[src/hw/cpu_regfile_consts.svh]
/* Constants of the dedicated register set: register offsets, flag positions,
   reset values and the memory map. Assumes inclusion by bare name. */
`ifndef CPU_REGFILE_CONSTS_SVH
`define CPU_REGFILE_CONSTS_SVH
`define OFS_IPTR      8'h00
`define OFS_ACC       8'h04
`define OFS_SOPND     8'h08
`define OFS_IDXM      8'h0C
`define OFS_AUXP      8'h10
`define OFS_STKP      8'h14
`define OFS_STAT      8'h18
`define OFS_ALUOP     8'h1C
`define OFS_IRQQ      8'h20
`define OFS_BANKB     8'h24
`define FLG_H         7
`define FLG_I         6
`define FLG_IL_HI     5
`define FLG_IL_LO     4
`define FLG_N         3
`define FLG_Z         2
`define FLG_V         1
`define FLG_C         0
`define RST_WORD      16'h0000
`define RST_IL        2'h3
`define RAM_ORIGIN    16'h0080
`define IO_TOP        16'h007F
`define ROM_BASE_DEF  16'hE000
`define BANK_SHIFT    3
`define ZERO_BYTE     8'h00
`endif

[src/hw/cpu_regfile_pkg.sv]
/* Types shared by the dedicated register set: register identifiers,
   arithmetic operation codes, memory regions and the core write carrier.
   Assumes nothing beyond a SystemVerilog compiler. */
package cpu_regfile_pkg;
   // Register chosen by a datapath write.
   typedef enum logic [2:0] {
      REG_IPTR  = 3'h0,
      REG_ACC   = 3'h1,
      REG_SOPND = 3'h2,
      REG_IDXM  = 3'h3,
      REG_AUXP  = 3'h4,
      REG_STKP  = 3'h5,
      REG_STAT  = 3'h6
   } reg_id_t;
   // Eight-bit operations run on the low bytes of accumulator and second operand.
   typedef enum logic [1:0] {
      OP_ADD = 2'h0,
      OP_SUB = 2'h1,
      OP_SHL = 2'h2,
      OP_SHR = 2'h3
   } alu_op_t;
   // Region of the unified address space that an address falls in.
   typedef enum logic [1:0] {
      RGN_IO   = 2'h0,
      RGN_RAM  = 2'h1,
      RGN_NONE = 2'h2,
      RGN_PROG = 2'h3
   } region_t;
   // One datapath write into a dedicated register.
   typedef struct packed {
      logic        we;
      reg_id_t     id;
      logic [15:0] data;
   } core_wr_t;
endpackage

[src/hw/cpu_regfile.sv]
/* Dedicated CPU register set with condition-code logic, interrupt admission,
   register bank address conversion and address space decode, reached over a
   classic Wishbone slave and a datapath write port.
   Assumes one clock, a synchronous reset and a master that holds each
   request until it sees ack. */
`include "cpu_regfile_consts.svh"

module cpu_regfile
   import cpu_regfile_pkg::*;
#(
   parameter int          BANKS    = 32,             // 16 for small RAM, 32 for large.
   parameter logic [15:0] ROM_BASE = `ROM_BASE_DEF   // Lowest program memory address.
) (
   input  wire logic        mclk,        // Core clock.
   input  wire logic        sys_rst,     // Synchronous reset, active high.
   input  wire logic        wb_cyc_i,    // Wishbone cycle.
   input  wire logic        wb_stb_i,    // Wishbone strobe.
   input  wire logic        wb_we_i,     // Wishbone write.
   input  wire logic [7:0]  wb_adr_i,    // Wishbone byte address.
   input  wire logic [3:0]  wb_sel_i,    // Wishbone byte lanes.
   input  wire logic [31:0] wb_dat_i,    // Wishbone write data.
   output logic [31:0]      wb_dat_o,    // Wishbone read data.
   output logic             wb_ack_o,    // Wishbone acknowledge.
   input  wire core_wr_t    coreWr,      // Datapath register write.
   input  wire logic        irqReq,      // Pending interrupt request.
   input  wire logic [1:0]  irqLevel,    // Level of the pending request.
   output logic             irqAdmit,    // Request may be taken now.
   input  wire logic [2:0]  gprIndex,    // Register within the active bank.
   output logic [15:0]      gprAddr,     // RAM address of that register.
   input  wire logic [15:0] memAddr,     // Address to classify.
   output region_t          memRegion,   // Region of memAddr.
   output logic [15:0]      fetchAddr,   // Instruction pointer to the fetch unit.
   output logic [15:0]      accOut,      // Accumulator contents.
   output logic [15:0]      sopndOut,    // Second operand contents.
   output logic [15:0]      idxOut,      // Index modifier contents.
   output logic [15:0]      auxOut,      // Auxiliary pointer contents.
   output logic [15:0]      stkOut,      // Stack top pointer contents.
   output logic [15:0]      statOut      // Status word contents.
);

   localparam int          BANK_BITS = $clog2(BANKS);                // Bank number width.
   localparam logic [15:0] RAM_TOP   = 16'(`RAM_ORIGIN + BANKS * 8 * 2 - 1); // Last RAM byte.

   // Dedicated registers.
   logic [15:0] iptr_reg;      // Instruction pointer.
   logic [15:0] acc_reg;       // Accumulator.
   logic [15:0] sopnd_reg;     // Second operand.
   logic [15:0] idxm_reg;      // Index modifier.
   logic [15:0] auxp_reg;      // Auxiliary pointer.
   logic [15:0] stkp_reg;      // Stack top pointer.
   logic [7:0]  bank_reg;      // Bank select pointer, high half of the status word.
   logic [7:0]  flags_reg;     // Condition flag byte, low half of the status word.
   logic [1:0]  lastOp_reg;    // Last operation run, readable by software.
   logic        ack_reg;       // Registered acknowledge.
   logic [31:0] rdat_reg;      // Registered read data.

   // Bus decode.
   // A write lands on the edge at which ack is high, so it lands only once.
   wire         req       = wb_cyc_i & wb_stb_i;                 // Request present.
   wire         busWr     = req & wb_we_i & ack_reg;             // Write takes effect now.
   wire [15:0]  wdat      = wb_dat_i[15:0];                      // Write data low half.
   wire [15:0]  laneMask  = {{8{wb_sel_i[1]}}, {8{wb_sel_i[0]}}}; // Byte lane mask.
   wire         hitIptr   = busWr & (wb_adr_i == `OFS_IPTR);
   wire         hitAcc    = busWr & (wb_adr_i == `OFS_ACC);
   wire         hitSopnd  = busWr & (wb_adr_i == `OFS_SOPND);
   wire         hitIdxm   = busWr & (wb_adr_i == `OFS_IDXM);
   wire         hitAuxp   = busWr & (wb_adr_i == `OFS_AUXP);
   wire         hitStkp   = busWr & (wb_adr_i == `OFS_STKP);
   wire         hitStat   = busWr & (wb_adr_i == `OFS_STAT);
   wire         hitOp     = busWr & (wb_adr_i == `OFS_ALUOP) & wb_sel_i[0];

   // Datapath write decode.
   wire         cIptr     = coreWr.we & (coreWr.id == REG_IPTR);
   wire         cAcc      = coreWr.we & (coreWr.id == REG_ACC);
   wire         cSopnd    = coreWr.we & (coreWr.id == REG_SOPND);
   wire         cIdxm     = coreWr.we & (coreWr.id == REG_IDXM);
   wire         cAuxp     = coreWr.we & (coreWr.id == REG_AUXP);
   wire         cStkp     = coreWr.we & (coreWr.id == REG_STKP);
   wire         cStat     = coreWr.we & (coreWr.id == REG_STAT);

   // Byte arithmetic on the low bytes of accumulator and second operand.
   alu_op_t     opCode;
   assign opCode = alu_op_t'(wb_dat_i[1:0]);
   wire [7:0]   aByte     = acc_reg[7:0];
   wire [7:0]   tByte     = sopnd_reg[7:0];
   wire [8:0]   sumFull   = {1'b0, aByte} + {1'b0, tByte};
   wire [8:0]   difFull   = {1'b0, aByte} - {1'b0, tByte};
   wire [4:0]   sumNib    = {1'b0, aByte[3:0]} + {1'b0, tByte[3:0]};
   wire [4:0]   difNib    = {1'b0, aByte[3:0]} - {1'b0, tByte[3:0]};
   wire         isSub     = (opCode == OP_SUB);
   wire         isShift   = (opCode == OP_SHL) | (opCode == OP_SHR);
   wire [7:0]   shlRes    = {aByte[6:0], 1'b0};
   wire [7:0]   shrRes    = {1'b0, aByte[7:1]};
   wire [7:0]   opRes     = (opCode == OP_ADD) ? sumFull[7:0] :
                            (opCode == OP_SUB) ? difFull[7:0] :
                            (opCode == OP_SHL) ? shlRes : shrRes;
   wire         carryOut  = (opCode == OP_ADD) ? sumFull[8] :
                            (opCode == OP_SUB) ? difFull[8] :
                            (opCode == OP_SHL) ? aByte[7] : aByte[0];
   wire         halfOut   = isSub ? difNib[4] : sumNib[4];
   wire         ovfAdd    = (aByte[7] == tByte[7]) & (opRes[7] != aByte[7]);
   wire         ovfSub    = (aByte[7] != tByte[7]) & (opRes[7] != aByte[7]);
   wire         ovfShift  = aByte[7] ^ opRes[7];
   wire         ovfOut    = isShift ? ovfShift : (isSub ? ovfSub : ovfAdd);
   wire         negOut    = opRes[7];
   wire         zeroOut   = (opRes == `ZERO_BYTE);

   // Flag byte after an operation; shifts leave half carry as it was.
   wire [7:0]   opFlags;
   assign opFlags[`FLG_H] = isShift ? flags_reg[`FLG_H] : halfOut;
   assign opFlags[`FLG_I] = flags_reg[`FLG_I];
   assign opFlags[`FLG_IL_HI:`FLG_IL_LO] = flags_reg[`FLG_IL_HI:`FLG_IL_LO];
   assign opFlags[`FLG_N] = negOut;
   assign opFlags[`FLG_Z] = zeroOut;
   assign opFlags[`FLG_V] = ovfOut;
   assign opFlags[`FLG_C] = carryOut;

   // Next values: datapath writes win over bus writes in the same cycle.
   wire [15:0]  iptr_next  = cIptr  ? coreWr.data :
                             hitIptr  ? (iptr_reg & ~laneMask) | (wdat & laneMask) : iptr_reg;
   wire [15:0]  acc_next   = cAcc   ? coreWr.data :
                             hitOp    ? {acc_reg[15:8], opRes} :
                             hitAcc   ? (acc_reg & ~laneMask) | (wdat & laneMask) : acc_reg;
   wire [15:0]  sopnd_next = cSopnd ? coreWr.data :
                             hitSopnd ? (sopnd_reg & ~laneMask) | (wdat & laneMask) : sopnd_reg;
   wire [15:0]  idxm_next  = cIdxm  ? coreWr.data :
                             hitIdxm  ? (idxm_reg & ~laneMask) | (wdat & laneMask) : idxm_reg;
   wire [15:0]  auxp_next  = cAuxp  ? coreWr.data :
                             hitAuxp  ? (auxp_reg & ~laneMask) | (wdat & laneMask) : auxp_reg;
   wire [15:0]  stkp_next  = cStkp  ? coreWr.data :
                             hitStkp  ? (stkp_reg & ~laneMask) | (wdat & laneMask) : stkp_reg;
   wire [7:0]   bank_next  = cStat  ? coreWr.data[15:8] :
                             (hitStat & wb_sel_i[1]) ? wdat[15:8] : bank_reg;
   wire [7:0]   flags_next = cStat  ? coreWr.data[7:0] :
                             hitOp  ? opFlags :
                             (hitStat & wb_sel_i[0]) ? wdat[7:0] : flags_reg;

   // Bank base address: origin plus bank number times eight. The bank number
   // wraps at the bank count, so a larger pointer aliases a lower bank.
   wire [BANK_BITS-1:0] bankNum = bank_reg[BANK_BITS-1:0];
   wire [15:0]  bankBase  = 16'(`RAM_ORIGIN + (16'(bankNum) << `BANK_SHIFT));
   assign gprAddr = bankBase | {13'h0, gprIndex};

   // Read multiplexer, sampled when the request is first seen.
   wire [15:0]  statWord  = {bank_reg, flags_reg};
   wire [31:0]  rdMux     = (wb_adr_i == `OFS_IPTR)  ? {16'h0000, iptr_reg}  :
                            (wb_adr_i == `OFS_ACC)   ? {16'h0000, acc_reg}   :
                            (wb_adr_i == `OFS_SOPND) ? {16'h0000, sopnd_reg} :
                            (wb_adr_i == `OFS_IDXM)  ? {16'h0000, idxm_reg}  :
                            (wb_adr_i == `OFS_AUXP)  ? {16'h0000, auxp_reg}  :
                            (wb_adr_i == `OFS_STKP)  ? {16'h0000, stkp_reg}  :
                            (wb_adr_i == `OFS_STAT)  ? {16'h0000, statWord}  :
                            (wb_adr_i == `OFS_ALUOP) ? {30'h0, lastOp_reg} :
                            (wb_adr_i == `OFS_IRQQ)  ? {31'h0, irqAdmit} :
                            (wb_adr_i == `OFS_BANKB) ? {16'h0000, bankBase} :
                            32'h00000000;

   // Interrupt admission: enabled, and the request level outranks the field.
   // Level 0 is the most urgent; a request at level 3 is never taken.
   wire [1:0]   ilField   = flags_reg[`FLG_IL_HI:`FLG_IL_LO];
   assign irqAdmit = irqReq & flags_reg[`FLG_I] & (irqLevel < ilField);

   // Address space decode: I/O lowest, RAM above it, program at the top.
   // Addresses between the top of RAM and the program base decode as none.
   assign memRegion = (memAddr <= `IO_TOP)   ? RGN_IO   :
                      (memAddr <= RAM_TOP)   ? RGN_RAM  :
                      (memAddr >= ROM_BASE)  ? RGN_PROG : RGN_NONE;

   assign wb_ack_o  = ack_reg;
   assign wb_dat_o  = rdat_reg;
   assign fetchAddr = iptr_reg;
   assign accOut    = acc_reg;
   assign sopndOut  = sopnd_reg;
   assign idxOut    = idxm_reg;
   assign auxOut    = auxp_reg;
   assign stkOut    = stkp_reg;
   assign statOut   = statWord;

   // Bus handshake: one wait state, ack drops the cycle after it was given.
   // Read data is captured every cycle but only means something under ack.
   always_ff @(posedge mclk) begin
      if (sys_rst) begin
         ack_reg  <= 1'b0;
         rdat_reg <= 32'h00000000;
      end else begin
         ack_reg  <= req & ~ack_reg;
         rdat_reg <= rdMux;
      end
   end

   // Pointer and working register updates.
   always_ff @(posedge mclk) begin
      if (sys_rst) begin
         iptr_reg  <= `RST_WORD;
         acc_reg   <= `RST_WORD;
         sopnd_reg <= `RST_WORD;
         idxm_reg  <= `RST_WORD;
         auxp_reg  <= `RST_WORD;
         stkp_reg  <= `RST_WORD;
      end else begin
         iptr_reg  <= iptr_next;
         acc_reg   <= acc_next;
         sopnd_reg <= sopnd_next;
         idxm_reg  <= idxm_next;
         auxp_reg  <= auxp_next;
         stkp_reg  <= stkp_next;
      end
   end

   // Status word; reset blocks interrupts and sets the lowest level.
   always_ff @(posedge mclk) begin
      if (sys_rst) begin
         bank_reg   <= `ZERO_BYTE;
         flags_reg  <= {2'h0, `RST_IL, 4'h0};
         lastOp_reg <= 2'h0;
      end else begin
         bank_reg   <= bank_next;
         flags_reg  <= flags_next;
         lastOp_reg <= hitOp ? wb_dat_i[1:0] : lastOp_reg;
      end
   end
endmodule // cpu_regfile

[config.mk]
export PLATFORM = sky130hd
export DESIGN_NAME = cpu_regfile
export DESIGN_NICKNAME = d
export VERILOG_FILES = /design/src/hw/cpu_regfile_pkg.sv /design/src/hw/cpu_regfile.sv
export VERILOG_INCLUDE_DIRS = /design/src /design/src/hw
export SDC_FILE = /design/constraint.sdc
export NUM_CORES = 1
export LEC_CHECK = 0
export ABC_AREA = 1
export BUFFER_PORTS_ARGS = -buffer_cell sky130_fd_sc_hd__buf_2
export CORE_AREA = 2 2 115 173
export DETAILED_ROUTE_END_ITERATION = 6
export DIE_AREA = 0 0 117 175
export PLACE_DENSITY = 0.7
export SETUP_SLACK_MARGIN = 0.4
export SYNTH_ARGS = -nofsm -noshare
export SYNTH_HDL_FRONTEND = slang
export SYNTH_SLANG_ARGS = --single-unit
[constraint.sdc]
create_clock -name mclk -period 2.6 [get_ports mclk]
set_clock_uncertainty 0.1 [all_clocks]
set_input_delay 0.26 -clock mclk [delete_from_list [all_inputs] [get_ports mclk]]
set_output_delay 0.26 -clock mclk [all_outputs]
set_load 0.01 [all_outputs]
==> metrics.txt <==
period utilization=88.9%; clock-pin slew on the worst setup and hold paths=0.06 ns; Fin. Hold Viols=0; Final TNS setup=0 ns; synthesized area per cell=6.60 um2; number of synthesized flops with an enable pin=0; Layout area overhead=23.5%; DRT Pass-1 Iters=5; Die Area=0.0205 mm2; RSZ-0062 raised after global routing=true; maximum number of pins on one net before global-route repair=45; count leader, synth=nand2_1; DR vias=9775; CTS max path bufs=2; Root Buffer=clkbuf_16; first-pass GRT wire length=50400 um; TritonCTS buffer count=17; hold_sp=wb_dat_i[10]; drt total wl=33700 um; worst-path cell chain=ha_4 -> fa_2 -> inv_2 -> nand3_2 -> nand2_1 -> nand2_1 -> nand2_2 -> nor2_2 -> nand2_1 -> a21oi_2 -> nand2_1 -> nor2_1 -> nand2_1 -> nand2_1 -> nand2_1 -> a21oi_1; Distinct cells, synth=51; vias per inst=5.63; register area share after synthesis=31.3%; CP endpoint kind=flop; grt ovf=0; fillers=1945; CP required=2.86 ns; post-DP HPWL=25300 um; top post-synthesis cells by count=nand2_1 (391), dfxtp_1 (131), inv_1 (128); Mapped Cells=1271; Top Usage Layer GRT=met2; multi-input logic area=0.00484 mm2; met2 usage=55.7%; Antenna Cells=0; Post-Synth Simple-Gate Area=28.0%; Compound-Gate Fraction of Synth Area=22.9%; Hold WC Path Type=primary input to flop; CTS tree=yes; met1 usage=36.0%; worst skew pair latency=0.43 ns; Final min period=2.31 ns; Synth area leaders=dfxtp_1 (31%), nand2_1 (18%), o21ai_0 (7.6%), a31oi_1 (7.5%), inv_1 (5.7%); Critical Path Max Stage Delay=0.54 ns; share of cells above drive strength 1=24.8%; GR Util met3=4.75%; # DRC=0; Sink Count=131; status=complete, no violations; Top FF cell, synth=dfxtp_1; worst-margin pin slew=0.715 ns; Setup CP Type=flop to flop; YS warnings=0; Total GRT Usage=32.7%; Setup Viol. Count Final=0; Power, Total=5510 uW; power per cell area=532 mW/mm2; CP most frequent cell=nand2_1; Slew headroom=52.3%; leakage power=0.00510 uW; maximum VDD drop=509 uV; initial core utilization=44.1%; Max Cap Viol=0; routability cong.=0.964; die span in y=175 um; Core ar.=0.0190 mm2; flops & latches, synth=131; dpl ws=0.188 ns; initial antenna violation count=0; Worst Path Arrival=2.57 ns; most area-hungry cell type in the Yosys netlist=dfxtp_1; crit-path max FO=5; H-tree depth=4; num rows=62; Die W=117 um; largest family of logic cells by synthesized area=simple AND/OR/NAND/NOR gates; vias in the first global route=9128; CP max-delay cell=fa_2; Slew Viols, Final=0; post-route ant nets=0; I/O Pins=255; Post-Syn Area=0.00839 mm2; asr flop ratio synth=0%; top cell type's share of synthesized area=31.3%; Register Area=0.00264 mm2; max frequency=0.433 GHz; post-synthesis adder-cell area fraction=3.61%; Port-buffer cells=200; Synth Area in XOR/XNOR=0.418%; Initial DRC Count=779; WL/cell=19.4 um; Startpoint Class=flop; Nets=1581; setup slack after layout=0.290 ns; post-synthesis mux area share=0%
==> layout make-up <==
cell class                      count  area share, %
Sequential cell                   131           25.5
Clock inverter                     14           1.93
Timing Repair Buffer              243           13.1
Tap cell                          256           3.09
Clock buffer                       18           4.14
Inverter                          152           5.58
Multi-Input combinational cell    922           46.7
==> cells in the final DEF, fill, tap and decap left out, types with 3 or more instances in the layout <==
cell type,n
inv_1,123
o21ai_1,5
nor3_1,3
nand3_1,34
inv_6,4
o21ai_0,125
a211oi_1,3
dfxtp_4,3
nor2_2,11
dfxtp_1,125
clkinvlp_4,3
o211ai_1,18
bufinv_16,4
conb_1,23
a21oi_1,49
nand4_1,24
dfxtp_2,3
ha_1,14
buf_4,39
nor2_1,49
nand2_1,386
a22o_1,3
nand2_2,10
clkbuf_16,17
o2111ai_1,3
o2111a_1,3
a21oi_2,6
xor2_1,3
inv_2,23
nor2_4,8
o22ai_1,4
ha_4,6
clkinv_2,5
buf_2,200
nand3_2,4
a31oi_1,100
==> worst paths after layout <==
kind / to / slack (ns) / depth (start not counted)
worst max-delay path: flags_reg[2] / 0.29 / 16
worst min-delay path: bank_reg[2] / 0.009 / 3
worst max register to register: flags_reg[2] / 0.29 / 16
worst min register to register: wb_ack_o / 0.40 / 1
==> per-stage QoR <==
| step | util, % | instance area (um2) | instances | hold slack (ns) |
|---|---|---|---|---|
| 2_1_floorplan | - | 8470 | 1293 | 0.278 |
| 3_3_place_gp | 50.1 | 9520 | 1698 | 0.347 |
| 3_5_place_dp | 50.1 | 9520 | 1698 | 0.363 |
| 4_1_cts | 53.8 | 10200 | 1732 | 0.00653 |
| 5_1_grt | 54.5 | 10400 | 1736 | 0.0144 |
| 6_report | 54.5 | 10400 | 1736 | 0.00888 |
==> metal layers <==
layer	up-vias	wire length [um]
li1	4587	-
met1	4503	11600
met2	535	17000
met3	150	2410
met4	0	2740
met5	-	0
==> worst max-delay path, delay by kind of cell, from the launching register on <==
kind / cells / cell delay [ns]
buffers and inverters: 1 / 0.04
adders and majority gates: 2 / 0.71
AOI/OAI and AO/OA: 2 / 0.22
DFF: 1 / 0.38
and+or+nand+nor: 11 / 0.79
==> cells by family (layout without fill, tap and decap cells) <==
group | Yosys count | after routing
AOI/OAI and AO/OA | 330 | 330
buffers and inverters | 240 | 427
other | 1 | 23
DFF | 131 | 131
adders and majority gates | 23 | 23
xor gates and xnor gates | 4 | 4
and+or+nand+nor | 542 | 542
==> timing repair <==
| action | in CTS | in global routing |
|---|---|---|
| hold buffers | 2 | 0 |
| setup buffers | 0 | 4 |
| pin swaps | 0 | 13 |
| cloned | 0 | 0 |
| hold endpoints to repair | 1 | 0 |
| endpoints found under the setup margin | 9 | 10 |
| gates resized for setup | 17 | 27 |
==> where the power goes <==
group | switching [uW] | internal (uW)
sequential | 59.5 | 2060
combinational | 519 | 258
clock | 990 | 1620
Power figures use the tool's default switching activity.
